## config.mk

```make
export PLATFORM = sky130hd
export DESIGN_NAME = plcr_regs
export DESIGN_NICKNAME = d
export VERILOG_FILES = /design/src/core/plcr_pkg.sv /design/src/core/plcr_ahb_slave.sv /design/src/core/plcr_regs.sv
export SDC_FILE = /design/constraint.sdc
export NUM_CORES = 1
export LEC_CHECK = 0
export ABC_AREA = 1
export BUFFER_PORTS_ARGS = -buffer_cell sky130_fd_sc_hd__clkbuf_2
export CAP_MARGIN = 20
export CORE_ASPECT_RATIO = 0.8
export CORE_UTILIZATION = 45
export DETAILED_ROUTE_END_ITERATION = 8
export PLACE_DENSITY = 0.71
export SLEW_MARGIN = 40
export SYNTH_ARGS = -nofsm -noshare
export SYNTH_HDL_FRONTEND = slang
export SYNTH_HIERARCHICAL = 1
export SYNTH_SLANG_ARGS = --single-unit
export TNS_END_PERCENT = 30
```

## constraint.sdc

```tcl
create_clock -name mclk -period 2.7 [get_ports mclk]
set_input_delay 0.405 -clock mclk [delete_from_list [all_inputs] [get_ports mclk]]
set_output_delay 0.405 -clock mclk [all_outputs]
set_load 0.01 [all_outputs]
```

## src/core/plcr_pkg.sv

```systemverilog
// Purpose: shared constants and types for the loop configuration register bank
// Assumes: word-indexed registers, byte address is four times the index
// Notes:   reset values of the counter and control registers are fixed here
package plcr_pkg;

   // register indices and the bus address width
   localparam logic [9:0]  IDX_RZERO   = 10'h01d;
   localparam logic [9:0]  IDX_CP_CUR  = 10'h0f0;
   localparam logic [9:0]  IDX_FB      = 10'h0f1;
   localparam logic [9:0]  IDX_CTRL    = 10'h0f2;
   localparam logic [9:0]  IDX_STATUS  = 10'h0ff;
   localparam int          ADDR_W      = 12;

   // values after reset
   localparam logic [7:0]  RST_RZERO   = 8'h00;
   localparam logic [7:0]  RST_CP_CUR  = 8'h00;
   localparam logic [7:0]  RST_FB      = 8'h04;
   localparam logic [7:0]  RST_CTRL    = 8'h0b;

   // field positions
   localparam int          RZ_W        = 4;
   localparam int          CTRL_LDPD   = 7;
   localparam int          CTRL_RSV    = 6;
   localparam int          CTRL_DBL    = 5;
   localparam int          CTRL_ABEN   = 4;
   localparam int          CTRL_ABW    = 2;
   localparam int          CTRL_CPM    = 0;
   localparam int          FB_A        = 6;
   localparam int          FB_B_W      = 6;
   localparam int          ST_ILLEGAL  = 8;
   localparam int          ST_ABW      = 9;

   // zero-resistor codes
   localparam logic [3:0]  RZ_LOWEST   = 4'h4;
   localparam logic [3:0]  RZ_EXT      = 4'h8;
   localparam logic [2:0]  RZ_SEL_LOW  = 3'h4;

   // counter pair limits
   localparam logic [5:0]  B_MIN       = 6'h04;
   localparam logic [5:0]  B_FULL_A    = 6'h07;

   typedef enum logic [1:0] {
      ABW_MIN  = 2'b00,
      ABW_LOW  = 2'b01,
      ABW_HIGH = 2'b10,
      ABW_MAX  = 2'b11
   } plcr_abw_t;

   typedef enum logic [1:0] {
      CPM_TRI    = 2'b00,
      CPM_UP     = 2'b01,
      CPM_DOWN   = 2'b10,
      CPM_NORMAL = 2'b11
   } plcr_cpm_t;

   typedef enum logic [3:0] {
      BUS_IDLE = 4'b0001,
      BUS_WR   = 4'b0010,
      BUS_RD   = 4'b0100,
      BUS_RDY  = 4'b1000
   } plcr_bus_st_t;

endpackage : plcr_pkg

```

## src/core/plcr_ahb_slave.sv

```systemverilog
// Purpose: AHB-Lite slave front end for the loop configuration registers
// Assumes: single word transfers, one slave on the bus
// Notes:   writes take no wait state, reads take one so a preceding write is seen
`timescale 1ns/1ps
module plcr_ahb_slave (
   // clock and reset
   input  wire logic                          mclk,
   input  wire logic                          arst_n,
   // ahb-lite
   input  wire logic                          hsel,
   input  wire logic [plcr_pkg::ADDR_W-1:0]   haddr,
   input  wire logic [1:0]                    htrans,
   input  wire logic                          hwrite,
   input  wire logic                          hready,
   output logic                               hreadyout,
   output logic [31:0]                        hrdata,
   // register side
   output logic                               wr_en,
   output logic [9:0]                         reg_idx,
   input  wire logic [31:0]                   rd_data
);

   plcr_pkg::plcr_bus_st_t state;
   plcr_pkg::plcr_bus_st_t next_state;
   logic                   take;

   assign take      = hsel && htrans[1] && hready;
   assign hreadyout = (state != plcr_pkg::BUS_RD);
   assign wr_en     = (state == plcr_pkg::BUS_WR);

   always_comb begin
      case (state)
         plcr_pkg::BUS_RD: begin
            next_state = plcr_pkg::BUS_RDY;
         end
         plcr_pkg::BUS_IDLE, plcr_pkg::BUS_WR, plcr_pkg::BUS_RDY: begin
            if (take) begin
               next_state = hwrite ? plcr_pkg::BUS_WR : plcr_pkg::BUS_RD;
            end else begin
               next_state = plcr_pkg::BUS_IDLE;
            end
         end
         default: begin
            next_state = plcr_pkg::BUS_IDLE;
         end
      endcase
   end

   always_ff @(posedge mclk or negedge arst_n) begin
      if (!arst_n) begin
         state <= plcr_pkg::BUS_IDLE;
      end else begin
         state <= next_state;
      end
   end

   // address held through the data phase
   always_ff @(posedge mclk or negedge arst_n) begin
      if (!arst_n) begin
         reg_idx <= 10'h000;
      end else if (take) begin
         reg_idx <= haddr[plcr_pkg::ADDR_W-1:2];
      end
   end

   // sampled after the wait cycle, so a write just before is already stored
   always_ff @(posedge mclk or negedge arst_n) begin
      if (!arst_n) begin
         hrdata <= 32'h0000_0000;
      end else if (state == plcr_pkg::BUS_RD) begin
         hrdata <= rd_data;
      end
   end
endmodule : plcr_ahb_slave

```

## src/core/plcr_regs.sv

```systemverilog
// Purpose: loop configuration register bank with decoded analog controls
// Assumes: AHB-Lite master, mclk 100 MHz, asynchronous active-low reset
// Notes:   fields drive analog trims through one register stage; no field is self-clearing
`timescale 1ns/1ps

// Contract
// RULE1: four-bit zero resistor code, external at 1000
// RULE2: eight-bit pump current magnitude field
// RULE3: feedback ratio is four B plus A
// RULE4: software keeps A and B pair legal
// RULE5: bit 7 set powers down lock detector
// RULE6: software writes zero to bit 6
// RULE7: bit 5 set doubles output loop reference
// RULE8: bit 4 clear forces antibacklash high
// RULE9: software should set bit 4
// RULE10: antibacklash codes min low high max
// RULE11: pump mode tristate up down normal
// RULE12: fields hold and read back last write
module plcr_regs (
   // clock and reset
   input  wire logic                          mclk,
   input  wire logic                          arst_n,
   // ahb-lite slave
   input  wire logic                          hsel,
   input  wire logic [plcr_pkg::ADDR_W-1:0]   haddr,
   input  wire logic [1:0]                    htrans,
   input  wire logic                          hwrite,
   input  wire logic [2:0]                    hsize,
   input  wire logic [31:0]                   hwdata,
   input  wire logic                          hready,
   output logic                               hreadyout,
   output logic [31:0]                        hrdata,
   output logic                               hresp,
   // first loop filter
   output logic [2:0]                         rzero_step,
   output logic                               rzero_external,
   // output loop charge pump
   output logic [7:0]                         pump_current,
   output logic                               pump_tristate,
   output logic                               pump_up,
   output logic                               pump_down,
   output logic                               pump_normal,
   // output loop feedback and control
   output logic [7:0]                         feedback_ratio,
   output logic                               counters_illegal,
   output logic                               lock_det_powerdown,
   output logic                               ref_doubler_en,
   output logic [1:0]                         antibacklash_width
);

   logic [7:0]  rzero_reg;
   logic [7:0]  cp_cur_reg;
   logic [7:0]  fb_reg;
   logic [7:0]  ctrl_reg;
   logic        wr_en;
   logic [9:0]  reg_idx;
   logic [31:0] rd_data;
   logic [1:0]  abw_eff;
   logic        ratio_bad;

   // ------------------------------------------------------------ helpers
   function automatic logic [7:0] fb_ratio(input logic [7:0] fb);
      fb_ratio = {fb[plcr_pkg::FB_B_W-1:0], 2'b00} + {6'h00, fb[7:plcr_pkg::FB_A]};
   endfunction : fb_ratio

   // true when the A/B pair falls outside the allowed table
   function automatic logic fb_illegal(input logic [7:0] fb);
      logic [5:0] b;
      logic [1:0] a;
      b = fb[plcr_pkg::FB_B_W-1:0];
      a = fb[7:plcr_pkg::FB_A];
      if (b < plcr_pkg::B_MIN) begin
         fb_illegal = 1'b1;
      end else if (b == plcr_pkg::B_MIN) begin
         fb_illegal = (a > 2'd1);
      end else if (b < plcr_pkg::B_FULL_A) begin
         fb_illegal = (a > 2'd2);
      end else begin
         fb_illegal = 1'b0;
      end
   endfunction : fb_illegal

   function automatic logic [1:0] abw_of(input logic [7:0] ctrl);
      if (ctrl[plcr_pkg::CTRL_ABEN]) begin
         abw_of = ctrl[plcr_pkg::CTRL_ABW +: 2];
      end else begin
         abw_of = plcr_pkg::ABW_HIGH;
      end
   endfunction : abw_of

   // ------------------------------------------------------------ bus front end
   plcr_ahb_slave u_bus (
      .mclk      (mclk),
      .arst_n    (arst_n),
      .hsel      (hsel),
      .haddr     (haddr),
      .htrans    (htrans),
      .hwrite    (hwrite),
      .hready    (hready),
      .hreadyout (hreadyout),
      .hrdata    (hrdata),
      .wr_en     (wr_en),
      .reg_idx   (reg_idx),
      .rd_data   (rd_data)
   );

   // only single word transfers exist on this bus, so hsize is not decoded
   assign hresp = 1'b0;

   // ------------------------------------------------------------ storage
   always_ff @(posedge mclk or negedge arst_n) begin
      if (!arst_n) begin
         rzero_reg <= plcr_pkg::RST_RZERO;
      end else if (wr_en && reg_idx == plcr_pkg::IDX_RZERO) begin
         rzero_reg <= {4'h0, hwdata[plcr_pkg::RZ_W-1:0]}; // RULE1 RULE12
      end
   end

   always_ff @(posedge mclk or negedge arst_n) begin
      if (!arst_n) begin
         cp_cur_reg <= plcr_pkg::RST_CP_CUR;
      end else if (wr_en && reg_idx == plcr_pkg::IDX_CP_CUR) begin
         cp_cur_reg <= hwdata[7:0]; // RULE2 RULE12
      end
   end

   always_ff @(posedge mclk or negedge arst_n) begin
      if (!arst_n) begin
         fb_reg <= plcr_pkg::RST_FB;
      end else if (wr_en && reg_idx == plcr_pkg::IDX_FB) begin
         fb_reg <= hwdata[7:0]; // RULE3 RULE12
      end
   end

   // the reserved bit is stored as written so software can see a bad write
   always_ff @(posedge mclk or negedge arst_n) begin
      if (!arst_n) begin
         ctrl_reg <= plcr_pkg::RST_CTRL;
      end else if (wr_en && reg_idx == plcr_pkg::IDX_CTRL) begin
         ctrl_reg <= hwdata[7:0]; // RULE12
      end
   end

   // ------------------------------------------------------------ read mux
   always_comb begin
      rd_data = 32'h0000_0000;
      case (reg_idx)
         plcr_pkg::IDX_RZERO: begin
            rd_data = {24'h000000, rzero_reg};
         end
         plcr_pkg::IDX_CP_CUR: begin
            rd_data = {24'h000000, cp_cur_reg};
         end
         plcr_pkg::IDX_FB: begin
            rd_data = {24'h000000, fb_reg};
         end
         plcr_pkg::IDX_CTRL: begin
            rd_data = {24'h000000, ctrl_reg};
         end
         plcr_pkg::IDX_STATUS: begin
            rd_data = {21'h000000, abw_eff, ratio_bad, fb_ratio(fb_reg)};
         end
         default: begin
            rd_data = 32'h0000_0000;
         end
      endcase
   end

   // ------------------------------------------------------------ decoded controls
   assign abw_eff   = abw_of(ctrl_reg); // RULE8
   assign ratio_bad = fb_illegal(fb_reg); // RULE4

   // codes above the external one are unused; they fall back to the lowest step
   always_ff @(posedge mclk or negedge arst_n) begin
      if (!arst_n) begin
         rzero_step     <= 3'h0;
         rzero_external <= 1'b0;
      end else begin
         rzero_external <= (rzero_reg[3:0] == plcr_pkg::RZ_EXT); // RULE1
         if (rzero_reg[3:0] < plcr_pkg::RZ_LOWEST) begin
            rzero_step <= rzero_reg[2:0]; // RULE1
         end else begin
            rzero_step <= plcr_pkg::RZ_SEL_LOW; // RULE1
         end
      end
   end

   always_ff @(posedge mclk or negedge arst_n) begin
      if (!arst_n) begin
         pump_current   <= 8'h00;
         feedback_ratio <= 8'h00;
         counters_illegal <= 1'b0;
      end else begin
         pump_current     <= cp_cur_reg; // RULE2
         feedback_ratio   <= fb_ratio(fb_reg); // RULE3
         counters_illegal <= ratio_bad; // RULE4
      end
   end

   always_ff @(posedge mclk or negedge arst_n) begin
      if (!arst_n) begin
         lock_det_powerdown <= 1'b0;
         ref_doubler_en     <= 1'b0;
         antibacklash_width <= 2'b00;
      end else begin
         lock_det_powerdown <= ctrl_reg[plcr_pkg::CTRL_LDPD]; // RULE5
         ref_doubler_en     <= ctrl_reg[plcr_pkg::CTRL_DBL]; // RULE7
         antibacklash_width <= abw_eff; // RULE8 RULE10
      end
   end

   always_ff @(posedge mclk or negedge arst_n) begin
      if (!arst_n) begin
         pump_tristate <= 1'b0;
         pump_up       <= 1'b0;
         pump_down     <= 1'b0;
         pump_normal   <= 1'b0;
      end else begin
         pump_tristate <= (ctrl_reg[plcr_pkg::CTRL_CPM +: 2] == plcr_pkg::CPM_TRI); // RULE11
         pump_up       <= (ctrl_reg[plcr_pkg::CTRL_CPM +: 2] == plcr_pkg::CPM_UP); // RULE11
         pump_down     <= (ctrl_reg[plcr_pkg::CTRL_CPM +: 2] == plcr_pkg::CPM_DOWN); // RULE11
         pump_normal   <= (ctrl_reg[plcr_pkg::CTRL_CPM +: 2] == plcr_pkg::CPM_NORMAL); // RULE11
      end
   end
endmodule : plcr_regs

```

---- After elaboration in Yosys (flattened, before gate mapping) ----
Index checks and enable logic that the tools add are counted.
word-level totals
  input port bits ......................... 54
  output and inout port bits .............. 63
  flip-flop bits (word level) ............. 103
cells by class
  add/sub/neg operators ................... 1
  order comparisons ....................... 5
  reduce and logical (&&, ||, !) cells .... 8
  eq/ne operators ......................... 15
  muxes and demuxes ....................... 9
operators by type and width
  kind                                                    count
  one-hot mux 11 bit (5 select lines)                     1
  == test 10 x 8 -> 1 bit (second input constant)         4
  < comparator 6 x 3 -> 1 bit (second input constant)     2
  == test 10 x 5 -> 1 bit (second input constant)         1
  adder 8 x 2 -> 8 bit                                    1
  == test 4 bit (second input constant)                   2
  one-hot mux 4 bit (2 select lines)                      1
  == test 6 x 3 -> 1 bit (second input constant)          1
  logical AND 1 bit                                       6
  2-to-1 mux 3 bit                                        2
  == test 2 bit (second input constant)                   2
  == test 4 x 1 -> 1 bit (second input constant)          1
  == test 4 x 2 -> 1 bit (second input constant)          1
  == test 4 x 3 -> 1 bit (second input constant)          1
  < comparator 4 x 3 -> 1 bit (second input constant)     1
  2-to-1 mux 4 bit                                        1
  inequality test 4 x 3 -> 1 bit (second input constant)  1
  2-to-1 mux 1 bit                                        3
  OR reduction 3 bit                                      1
  == test 2 x 1 -> 1 bit (second input constant)          1
  > comparator 2 x 1 -> 1 bit (second input constant)     1
  > comparator 2 bit (second input constant)              1
  logical NOT 2 bit                                       1
  2-to-1 mux 2 bit                                        1

---- Depth between registers and ports, before layout ----
Gate-level depths: netlist (run 1).
  depth after elaboration ................. 5
  gate-level depth with buffers ........... 11
  mapped depth without buffers ............ 10

---- By module ----
Netlist (run 1), hierarchy kept.
modules (own cells, without submodules)
  module          area each (um2)  times used  cells an instance
  plcr_regs       2522.4           1           272
  plcr_ahb_slave  1781.7           1           205

---- Worst setup path before layout (run 1) ----
No wires, ideal clock.
  kind .................................... register to register
  start point ............................. register u_bus.state[3]
  end point ............................... register ctrl_reg[5]
  stages on the path, launching flop included .. 6
  data required time ...................... 2.579 ns
  period minus slack after synthesis ...... 1.919 ns
  data arrival time ....................... 1.798 ns
  setup slack ............................. 0.781 ns
  library setup time ...................... 0.121 ns
  path through ............................ dfrtp_1 -> nor4_1 -> nand4_2 -> buf_2 -> nand2_1 -> o21ai_1
on the way
  cells in the longest elaborated chain, start to end .. 2
ends and longest elaborated chain
  what                    line                  source
  start, declared         plcr_ahb_slave.sv:23  plcr_pkg::plcr_bus_st_t state;
  start signal, assigned  plcr_ahb_slave.sv:51  state <= plcr_pkg::BUS_IDLE;
  start signal, assigned  plcr_ahb_slave.sv:53  state <= next_state;
  == test 4 x 2 -> 1 bit  plcr_ahb_slave.sv:29  assign wr_en = (state == plcr_pkg::BUS_WR);
  named net wr_en         plcr_regs.sv:55       logic wr_en;
  logical AND 1 bit       plcr_regs.sv:139      end else if (wr_en && reg_idx == plcr_pkg::IDX_CTRL) begin
  end signal, assigned    plcr_regs.sv:138      ctrl_reg <= plcr_pkg::RST_CTRL;
  end signal, assigned    plcr_regs.sv:140      ctrl_reg <= hwdata[7:0];
  end, declared           plcr_regs.sv:54       logic [7:0] ctrl_reg;
The timed path passes the listed nets, and every way through them passes these cells.
A chain may end at the register's enable or synchronous reset.

---- Worst setup path in the final report (run 1) ----
  start point ............................. register u_bus.state[0]
  end point ............................... output hreadyout
on the way
  cells in the longest elaborated chain, start to end .. 1
ends and longest elaborated chain
  what                            line                  source
  inequality test 4 x 3 -> 1 bit  plcr_ahb_slave.sv:28  assign hreadyout = (state != plcr_pkg::BUS_RD);
  end, declared                   plcr_regs.sv:31       output logic hreadyout,
Every way passes these cells.

==> results.md, run 1 <==
- Status: finished, violations left
- Violated checks: design-rule violations
- Post-CTS sizing: 0
- Endpoints failing hold: 0
- Worst min-delay path class: primary input to async pin
- Via count: 3402
- WP data arrival: 1.70 ns
- Crit-path max FO: 33
- Largest net degree at the start of global routing: 56
- Slew @ Worst Pin: 0.6102 ns
- Commonest cells post-synth: nand2_1 (180), dfrtp_1 (98), inv_1 (44)
- Skew final: ~0.0063 ns
- Hold buffers post-CTS: 0
- Fmax: around 470 MHz
- Share of layout cells above drive strength 1: between 20% and 30%
- Slew margin rel.: slightly below 60%
- Synth Cell Area: 4304 um^2
- Endpoints failing setup: 0
- Post-synth top flop: dfrtp_1
- Slew Limit Fails: 0
- Total Negative Setup Slacks: 0 ns
- Max Cap Violations: 0
- # rows: 31
- CTS Buffer Depth: 2
- DP Wirelength: 6463 um
- Clock sink total: 103
- Synth Instances: roughly 480
- DIE AREA: 9963 um^2
- Post-synthesis cell type count: 28
- Slowest CP cell: dfstp_2
- Biggest regs: u_bus/hrdata x32, u_bus/reg_idx x10
- Wire length per cell: 13.09 um
- Num CTS Buffers: 9
- CTS tree: yes
- Pre-CTS setup slack: 0.8620 ns
- Ranking of synthesized cells by area: dfrtp_1 (57%), nand2_1 (16%), inv_1 (3.8%)
- Overflow after GRT: 0
- Seq/Total Area, Yosys: 60.03%
- I/O pins: 117
- Initial DRC Count: 238
- Antenna Nets Post-Route: 0
- Chip Height: 89.48 um
- Setup crit start kind: register
- Cell mode on critical path: inv_2
- Crit Path Class: register to primary output
- CP Capture Type: primary output
- Total Wirelength: 9174 um
- Number of flops mapped to enable cells by yosys: 0
- P per Cell Area: approximately 630 nW/um^2
- Fillers: approximately 870
- Max H-tree Level: 3
- Reg area: 2584 um^2
- Share of flip-flops with an asynchronous set or reset: between 90% and 100%
- Top reg by flops: u_bus/hrdata
- Vias in the first global route: 2935
- Starting density of the core: a little under half
- Avg Cell Area, Syn: 9.023 um^2
- Lkg Pwr: 2.752 nW
- # DRC: 9
- Vias per Instance: slightly below 5
- Initial antenna violation count: 0
- Synthesis-stage register bit count: 103
- Gr usage total: 19.23%
- Top-count cell post-synth: nand2_1
- First-pass GRT wire length: 14540 um
- CP Cell Sequence: inv_2, nand2_2, nor3_4, inv_2, clkbuf_2
- Clk Latency, worst-skew pair: 0.34 ns
- CTS root buf: clkbuf_16
- Antenna diode count: 0
- Worst Path Buf+Inv: 3
- Drt pass-1 iters: 7
- Die Wd: 111.3 um
- Final Net Count: roughly 640
- Area Overhead vs Synth: 20.09%
- Synth warnings: 6
- Period utilisation layout: between 70% and 80%
- Number of flip-flops in the largest register: 32
- Synth top area share: 56.98%
- Port buffer count: 85
- Worst path max stage delay: 0.56 ns
- CP Data Required Time: ~2.3 ns
- Clock transition at path regs: about 0.07 ns
- Core area: 9154 um^2
- Util after Layout: 56.47%
- Setup bufs post-CTS: 0
- Maximum vdd drop: 0.0002620 V
- Unrepaired setup endpoints after global routing: false
- Min Tclk post-route: between 2 and 2.5 ns
- Cell taking the most area after synthesis: dfrtp_1
- RePlAce Congestion: 0.8395
- Setup WS post-layout: 0.5946 ns
- Area of the multi-input gates: 1508 um^2
- Family with the most delay on the worst path: buffers and inverters
layout make-up:
cell class                 instances  share of cell area (%)
tap                              115                   2.784
sequential                       103                   49.99
clock inverter                     6                  0.8957
timing repair buffer              89                   9.102
multi-input combinational        328                   29.17
clock buffer                      10                   4.430
inverter                          50                   3.631
worst register-to-register path: stages, from the launching register on:
cell,delay [ns]
dfrtp_1,0.59
inv_2,0.32
nand3_1,0.11
nor2_1,0.13
nand3_2,0.35
nand2_1,0.22
o21ai_2,0.07
per-layer routing:
| metal | GRT usage [%] | routed length [um] | up-vias |
|---|---|---|---|
| met4 | 6.388 | 129 | 0 |
| met3 | 4.881 | 469 | 12 |
| li1 | - | - | 1682 |
| met2 | 32.16 | 4529 | 95 |
| met5 | 0 | 0 | - |
| met1 | 24.93 | 4045 | 1613 |
through the flow:
step	power [mW]	hold WS, ns	std cells	instance area, um^2
after floorplan	1.943	0.1094	498	4383
after global placement	2.094	0.3986	685	4893
after detailed placement	2.110	0.3954	685	4893
after CTS	3.303	0.09816	701	5169
after global routing	3.437	0.1204	701	5169
final	3.267	0.07085	701	5169
cells by family (layout without fill, tap and decap cells):
family / count (synthesis) / after routing / synth area share [%]
AND/OR/NAND/NOR: 271 / 271 / 28.29
flip-flops: 103 / 103 / 60.03
buffers and inverters: 67 / 155 / 6.773
AO/OA/AOI/OAI: 35 / 35 / 4.826
other: 1 / 22 / 0.08713
layout by cell type, fill, tap and decap left out, types with 3 or more instances in the layout:
master and n:
a21oi_1 12, buf_4 4, clkbuf_16 9, clkbuf_2 84, conb_1 22, dfrtp_1 98
dfstp_2 5, inv_1 44, inv_2 6, nand2_1 180, nand2_2 3, nand3_1 18
nand4_1 23, nor2_1 30, nor2_4 7, o21ai_0 3, o21ai_1 11, o21ai_2 8
where the power goes:
group | internal [mW] | total (mW) | switching [mW]
Sequential | 1.64 | 1.73 | 0.0834
Clock | 0.630 | 1.19 | 0.559
Combinational | 0.120 | 0.351 | 0.231
Total | 2.39 | 3.27 | 0.874
final timing paths:
| kind | start | endpoint | slack, ns | depth (start not counted) |
|---|---|---|---|---|
| setup / recovery | u_bus/state[0] | hreadyout | 0.59 | 5 |
| hold / removal | arst_n | pump_current[7] | 0.07 | 1 |
| hold reg to reg | cp_cur_reg[0] | pump_current[0] | 0.41 | 0 |
| min in group mclk | haddr[6] | u_bus/reg_idx[4] | 0.26 | 3 |
| setup reg to reg | u_bus/reg_idx[0] | cp_cur_reg[1] | 0.80 | 6 |
| max in group asynchronous | arst_n | u_bus/state[0] | 1.88 | 2 |
Note: power is estimated with default switching activity, not from simulation.
==> inputs of run 2 (changes only) <==
ABC_AREA = 0   (was 1)
PLACE_DENSITY = 0.74   (was 0.71)
clock period = 1.8 ns   (was 2.7 ns; I/O delays follow)
==> run 2 against run 1 <==
Effect of this change: the flow now finishes without violations; first-iteration DRC count is 53% lower; count of clock-buffer cells in the layout did not move; critical path depth is 1 higher; wire length decreased by 13%; clock power increased by 52%; power grew 49%; largest cell class unchanged; sequential power is 47% higher.
==> results.md, run 2 <==
- Worst r2r path cells: 6 (unchanged)
- RePlAce Congestion: 0.8245 (was 0.8395)
- Wire length per cell: 14.93 um (was 13.09 um)
- Clock transition at path regs: 0.07 ns (about the same)
- Combinational share of power: 10.3% (was 10.8%)
- Area of the multi-input gates: 1513 um^2 (was 1508 um^2)
- # rows: 30 (was 31)
- CTS tree: yes (unchanged)
- Core area: 8633 um^2 (was 9154 um^2)
- Gr usage total: 18.01% (was 19.23%)
- Skew final: 0.009461 ns (was 0.006270 ns)
- Synth warnings: 6 (unchanged)
- Cell taking the most area after synthesis: dfrtp_1 (unchanged)
- CP Cell Sequence: nor4_2, nand2b_1, buf_6, nor3_4, buf_12, mux2_2 (was inv_2, nand2_2, nor3_4, inv_2, clkbuf_2)
- Hold Startpoint: hwrite
- Max Cap Violations: 0 (unchanged)
- Starting density of the core: 47.22% (was 47.02%)
- First-pass GRT wire length: 12820 um (was 14540 um)
- Drt pass-1 iters: 4 (was 7)
- Total internal power: 3.652 mW (was 2.393 mW)
- Vias in the first global route: 2575 (was 2935)
- Synthesis-stage register bit count: 103 (unchanged)
- I/O pins: 117 (unchanged)
- Num CTS Buffers: 9 (unchanged)
- Clock sink total: 103 (unchanged)
- CTS Buffer Depth: 2 (unchanged)
- Reg area: 2585 um^2 (was 2584 um^2)
- Initial antenna violation count: 0 (unchanged)
- P per Cell Area: 926.7 nW/um^2 (was 632.1 nW/um^2)
- Area Overhead vs Synth: 28.64% (was 20.09%)
- Reg2reg setup slack: 0.06 ns (was 0.80 ns)
- Worst min-delay path class: primary input to register (was primary input to async pin)
- Final Net Count: 473 (was 635)
- WP data arrival: 1.96 ns (was 1.70 ns)
- Post-synthesis cell type count: 38 (was 28)
- Setup crit start kind: register (unchanged)
- Endpoints failing setup: 0 (unchanged)
- Placed Area: 4878 um^2 (was 4893 um^2)
- Status: complete, no violations (was finished, violations left)
- Clk Latency, worst-skew pair: 0.34 ns (about the same)
- Hold-critical path endpoint: u_bus/state[2]
- Setup WS post-layout: 0.06039 ns (was 0.5946 ns)
- Sw Ratio: 24.84% (was 26.74%)
- Maximum vdd drop: 0.0006202 V (was 0.0002620 V)
- Number of flip-flops in the largest register: 32 (unchanged)
- FF-to-FF End: ctrl_reg[2] (was cp_cur_reg[1])
- Synth Instances: 283 (was 477)
- Avg Cell Area, Syn: 14.40 um^2 (was 9.023 um^2)
- Biggest regs: u_bus/hrdata x32, u_bus/reg_idx x10 (unchanged)
- Net Switching: 1.207 mW (was 873.8 uW)
- DP Wirelength: 5749 um (was 6463 um)
- Slew margin rel.: 65.13% (was 59.32%)
- Share of layout cells above drive strength 1: 50.94% (was 24.06%)
- CP Data Required Time: 2.02 ns (was 2.30 ns)
- Worst path max stage delay: 0.40 ns (was 0.56 ns)
- # DRC: 0 (was 9)
- Largest net degree at the start of global routing: 41 (was 56)
- Antenna Nets Post-Route: 0 (unchanged)
- Crit-path max FO: 8 (was 33)
- Total Wirelength: 8004 um (was 9174 um)
- CTS root buf: clkbuf_16 (unchanged)
- Via count: 2646 (was 3402)
- CP Capture Type: register (was primary output)
- Top-count cell post-synth: dfrtp_1 (was nand2_1)
- Critical path origin: u_bus/reg_idx[9] (was u_bus/state[0])
- Lkg Pwr: 2.636 nW (was 2.752 nW)
- Number of flops mapped to enable cells by yosys: 0 (unchanged)
- Most frequent cells in the layout: dfrtp_1 (97), clkbuf_2 (84), mux2_2 (68) (was nand2_1 (180), dfrtp_1 (98), clkbuf_2 (84))
- Slowest CP cell: dfrtp_1 (was dfstp_2)
- Fillers: 697 (was 874)
- Fmax: 574.8 MHz
- Reg-to-reg startpoint: u_bus/reg_idx[9] (was u_bus/reg_idx[0])
- Slew @ Worst Pin: 0.5230 ns (was 0.6102 ns)
- Post-synth top flop: dfrtp_1 (unchanged)
- Chip Height: 87.13 um (was 89.48 um)
- Die Wd: 108.4 um (was 111.3 um)
- Commonest cells post-synth: dfrtp_1 (98), mux2_2 (68), nor2_1 (15) (was nand2_1 (180), dfrtp_1 (98), inv_1 (44))
- Vias per Instance: 4.937 (was 4.853)
- Total Negative Setup Slacks: 0 ns (unchanged)
- Endpoints failing hold: 0 (unchanged)
- Ranking of synthesized cells by area: dfrtp_1 (60%), mux2_2 (19%), dfstp_2 (3.2%) (was dfrtp_1 (57%), nand2_1 (16%), inv_1 (3.8%))
- Top reg by flops: u_bus/hrdata (unchanged)
- Design Area, Final: 5244 um^2 (was 5169 um^2)
- Unrepaired setup endpoints after global routing: true (was false)
- Overflow after GRT: 0 (unchanged)
- Final Hold Slack: 0.08276 ns (was 0.07085 ns)
- Initial DRC Count: 112 (was 238)
- DIE AREA: 9446 um^2 (was 9963 um^2)
- Antenna diode count: 0 (unchanged)
- Min Tclk post-route: between 1.5 and 2 ns
- Seq/Total Area, Yosys: 63.38% (was 60.03%)
- Most common cell after layout, fill and taps aside: dfrtp_1 (was nand2_1)
- Crit Path Class: register to register (was register to primary output)
- Max H-tree Level: 3 (unchanged)
- Period utilisation layout: 96.64%
- Share of flip-flops with an asynchronous set or reset: 100.0% (unchanged)
- Slew Limit Fails: 0 (unchanged)
- Synth Cell Area: 4076 um^2 (was 4304 um^2)
- Synth top area share: 60.16% (was 56.98%)
- Reg power frac: 52.4% (was 52.9%)
- Clk network pwr share: 37.3% (was 36.4%)
- Port buffer count: 85 (unchanged)
- Hold path depth: 2
- Pre-CTS setup slack: 0.01937 ns (was 0.8620 ns)
-- run 2: cell types whose count changed after synthesis, sizes merged, moves of 3 or more --
cell    delta
nor3       +5
nand2    -174
and2       +4
mux2i      +8
inv       -43
nand3     -19
mux2      +70
nor2b      +3
buf        -6
nand2b     +5
o21ai     -13
nand4     -23
nor2      -24
-- run 2: logic make-up (layout without fill, tap and decap cells) --
logic type / count (synthesis) / in the layout / synth area share, %
simple gates: 57 / 57 / 8.778
mux: 78 / 78 / 21.30
other cells: 1 / 22 / 0.09199
xor+xnor: 1 / 1 / 0.2149
compound gates: 26 / 26 / 3.745
flops: 103 / 103 / 63.38
buf+inv: 17 / 137 / 2.486
-- run 2: critical path: cells and delay by family (launching register included) --
kind,cells,cell delay (ns)
buf+inv,2,0.31
flops,1,0.40
simple gates,3,0.58
mux,1,0.33
-- run 2: area by class of cell --
cell class	instances	area share, %
Sequential cell	103	49.30
Multi-Input combinational cell	184	28.85
Timing Repair Buffer	114	13.29
Clock buffer	10	4.367
Tap cell	112	2.672
Clock inverter	6	1.026
Inverter	7	0.5011
-- run 2: per-layer routing --
metal / vias to the layer above / track usage (%) / part of all wire [%]
met3: 13 / 4.263 / 5.3
met4: 0 / 5.160 / 1.5
li1: 1244 / - / -
met1: 1299 / 24.52 / 46
met2: 90 / 28.94 / 47
met5: - / 0 / 0
-- run 2: through the flow --
stage / power, mW / instances / util [%]
after floorplan: 2.814 / 304 / -
after global placement: 3.040 / 516 / 56.51
after detailed placement: 3.065 / 516 / 56.51
after CTS: 4.892 / 535 / 60.13
after global routing: 5.069 / 536 / 60.74
final: 4.860 / 536 / 60.74
-- run 2: worst max path at each step --
stage	endpoint	slack, ns	depth (start not counted)
6_report	ctrl_reg[2]	0.06	6
5_1_grt	cp_cur_reg[6]	-0.02	6
4_1_cts	cp_cur_reg[1]	0.02	6
3_5_place_dp	rzero_reg[1]	0.02	5
3_3_place_gp	cp_cur_reg[6]	0.04	6
2_1_floorplan	cp_cur_reg[0]	0.03	5
-- run 2: power by group through the flow --
stage | clock [mW] | sequential, mW | combinational [mW]
floorplan | 0 | 2.60 | 0.214
CTS | 1.86 | 2.54 | 0.486
detailed placement | 0 | 2.58 | 0.481
global route | 1.95 | 2.57 | 0.548
finish | 1.81 | 2.55 | 0.500
global placement | 0 | 2.57 | 0.468
-- run 2: repair_timing --
action,in CTS,in global routing
resized for setup,1,10
cloned,0,0
pin swaps,1,2
hold endpoints to repair,35,0
hold buffers,1,0
endpoints found under the setup margin,3,35
buffers inserted,2,1
==> inputs of run 3 (changes only) <==
BUFFER_PORTS_ARGS = -buffer_cell sky130_fd_sc_hd__buf_2   (was -buffer_cell sky130_fd_sc_hd__clkbuf_2)
MAX_ROUTING_LAYER = met4   (was unset)
==> run 3 against run 2 <==
Effect of this change: power grew 7.9%; cell area grew 1.7%; first-iteration DRC count grew 58%; highest routed layer unchanged.
==> results.md, run 3 (synthesized netlist as in run 2, its figures left out) <==
- DIE AREA: 9446 um^2 (unchanged)
- Reg-to-reg startpoint: u_bus/reg_idx[9] (unchanged)
- Worst min-delay path class: primary input to register (unchanged)
- Endpoints failing hold: 0 (unchanged)
- Clock sink total: 103 (unchanged)
- Setup crit start kind: register (unchanged)
- Overflow after GRT: 0 (unchanged)
- Biggest regs: u_bus/hrdata x32, u_bus/reg_idx x10 (unchanged)
- Total internal power: 4.060 mW (was 3.652 mW)
- Area Overhead vs Synth: 30.79% (was 28.64%)
- Max H-tree Level: 3 (unchanged)
- Die Wd: 108.4 um (unchanged)
- Fmax: 566.2 MHz (was 574.8 MHz)
- Hold Startpoint: hwrite (unchanged)
- WP data arrival: 1.50 ns (was 1.96 ns)
- CTS Buffer Depth: 2 (unchanged)
- Endpoints failing setup: 0 (unchanged)
- Port buffer count: 85 (unchanged)
- # DRC: 0 (unchanged)
- Clk Latency, worst-skew pair: 0.34 ns (about the same)
- Hold path depth: 2 (unchanged)
- First-pass GRT wire length: 13150 um (was 12820 um)
- FF-to-FF End: cp_cur_reg[5] (was ctrl_reg[2])
- Reg power frac: 48.3% (was 52.4%)
- # rows: 30 (unchanged)
- Final Hold Slack: 0.09685 ns (was 0.08276 ns)
- Number of flip-flops in the largest register: 32 (unchanged)
- RePlAce Congestion: 0.8519 (was 0.8245)
- Num CTS Buffers: 9 (unchanged)
- Non-filler instance count after layout: 535 (was 536)
- Total Wirelength: 8104 um (was 8004 um)
- Most common cell after layout, fill and taps aside: dfrtp_1 (unchanged)
- Slew @ Worst Pin: 0.5054 ns (was 0.5230 ns)
- Starting density of the core: 47.22% (unchanged)
- Hold-critical path endpoint: u_bus/state[2] (unchanged)
- Clk network pwr share: 41.9% (was 37.3%)
- Reg2reg setup slack: 0.03 ns (was 0.06 ns)
- Initial antenna violation count: 0 (unchanged)
- CP Data Required Time: 1.53 ns (was 2.02 ns)
- Top reg by flops: u_bus/hrdata (unchanged)
- Area of the multi-input gates: 1520 um^2 (was 1513 um^2)
- Unrepaired setup endpoints after global routing: true (unchanged)
- Min Tclk post-route: 1.766 ns (was 1.740 ns)
- Chip Height: 87.13 um (unchanged)
- CTS tree: yes (unchanged)
- Final Net Count: 472 (was 473)
- Antenna Nets Post-Route: 0 (unchanged)
- Via count: 2656 (was 2646)
- Vias per Instance: 4.964 (was 4.937)
- Vias in the first global route: 2576 (was 2575)
- CP Capture Type: primary output (was register)
- Setup WS post-layout: 0.03383 ns (was 0.06039 ns)
- Skew final: 0.007013 ns (was 0.009461 ns)
- Lkg Pwr: 2.705 nW (was 2.636 nW)
- Gr usage total: 19.25% (was 18.01%)
- Crit-path max FO: 5 (was 8)
- Fillers: 684 (was 697)
- Overall power: 5.243 mW (was 4.860 mW)
- Core area: 8633 um^2 (unchanged)
- Drt pass-1 iters: 4 (unchanged)
- Placed Instances: 515 (was 516)
- DP Wirelength: 5667 um (was 5749 um)
- Initial DRC Count: 177 (was 112)
- Maximum vdd drop: 0.0004752 V (was 0.0006202 V)
- Most frequent cells in the layout: dfrtp_1 (98), buf_2 (83), mux2_2 (66) (was dfrtp_1 (97), clkbuf_2 (84), mux2_2 (68))
- Antenna diode count: 0 (unchanged)
- Period utilisation layout: 98.12% (was 96.64%)
- Combinational share of power: 9.8% (was 10.3%)
- Clock transition at path regs: 0.07 ns (about the same)
- P per Cell Area: 983.5 nW/um^2 (was 926.7 nW/um^2)
- Max Cap Violations: 0 (unchanged)
- Crit Path Class: register to primary output (was register to register)
- Slew margin rel.: 66.21% (was 65.13%)
- Status: complete, no violations (unchanged)
- Reg area: 2584 um^2 (was 2585 um^2)
- Largest net degree at the start of global routing: 38 (was 41)
- Pre-CTS setup slack: -0.06215 ns (was 0.01937 ns)
- CTS root buf: clkbuf_16 (unchanged)
- Net Switching: 1.183 mW (was 1.207 mW)
- Sw Ratio: 22.57% (was 24.84%)
- Wire length per cell: 15.15 um (was 14.93 um)
- I/O pins: 117 (unchanged)
- Share of layout cells above drive strength 1: 51.30% (was 50.94%)
- Total Negative Setup Slacks: 0 ns (unchanged)
- Slew Limit Fails: 0 (unchanged)
- Worst r2r path cells: 6 (unchanged)
==> run 3: metrics by stage <==
stage	util, %	area (um^2)
after floorplan	-	4160
after global placement	56.57	4883
after detailed placement	56.57	4883
after CTS	60.88	5256
after global routing	61.75	5331
final	61.75	5331
==> run 3: cell type report <==
type                    count  share of cell area (%)
clock buffers              10                   4.295
clock inverters             6                   2.183
repair buffers            113                   13.42
flip-flops and latches    103                   48.46
well taps                 112                   2.628
inverters                   7                  0.4928
multi-input cells         184                   28.51
==> run 3: how the worst max path moves through the flow <==
| stage | start | endpoint | slack [ns] | cells past startpoint |
|---|---|---|---|---|
| after floorplan | u_bus/state[3] | cp_cur_reg[0] | 0.03 | 5 |
| after global placement | u_bus/reg_idx[9] | cp_cur_reg[0] | 0.0005 | 6 |
| after detailed placement | u_bus/reg_idx[9] | cp_cur_reg[1] | -0.06 | 6 |
| after CTS | u_bus/state[1] | hreadyout | -0.04 | 5 |
| after global routing | u_bus/reg_idx[9] | cp_cur_reg[5] | -0.08 | 6 |
| final | u_bus/state[1] | hreadyout | 0.03 | 5 |
==> run 3: per-layer routing <==
layer	GRT usage [%]	routed length [um]	vias up
li1	-	-	1243
met1	25.15	3643	1312
met2	30.44	3923	93
met3	4.338	472	8
met4	5.160	65	0
met5	-	0	-
==> run 3: worst max-delay path, cell delays in order (launching register included) <==
cell     delay (ns)
dfrtp_1        0.42
buf_6          0.15
nor4b_4        0.28
buf_4          0.16
inv_2          0.03
buf_6          0.10
==> run 3: timing repair <==
action | CTS | global route
endpoints found under the hold margin | 29 | 0
hold buffers | 1 | 0
setup endpoints to repair | 11 | 35
pin swaps | 0 | 3
buffers inserted | 1 | 2
resized for setup | 2 | 16
==> run 3: power groups by stage <==
stage / combinational (mW) / clock, mW / sequential (mW)
2_1_floorplan: 0.214 / 0 / 2.60
3_3_place_gp: 0.490 / 0 / 2.56
3_5_place_dp: 0.504 / 0 / 2.57
4_1_cts: 0.509 / 2.25 / 2.53
5_1_grt: 0.565 / 2.35 / 2.55
6_report: 0.512 / 2.20 / 2.53
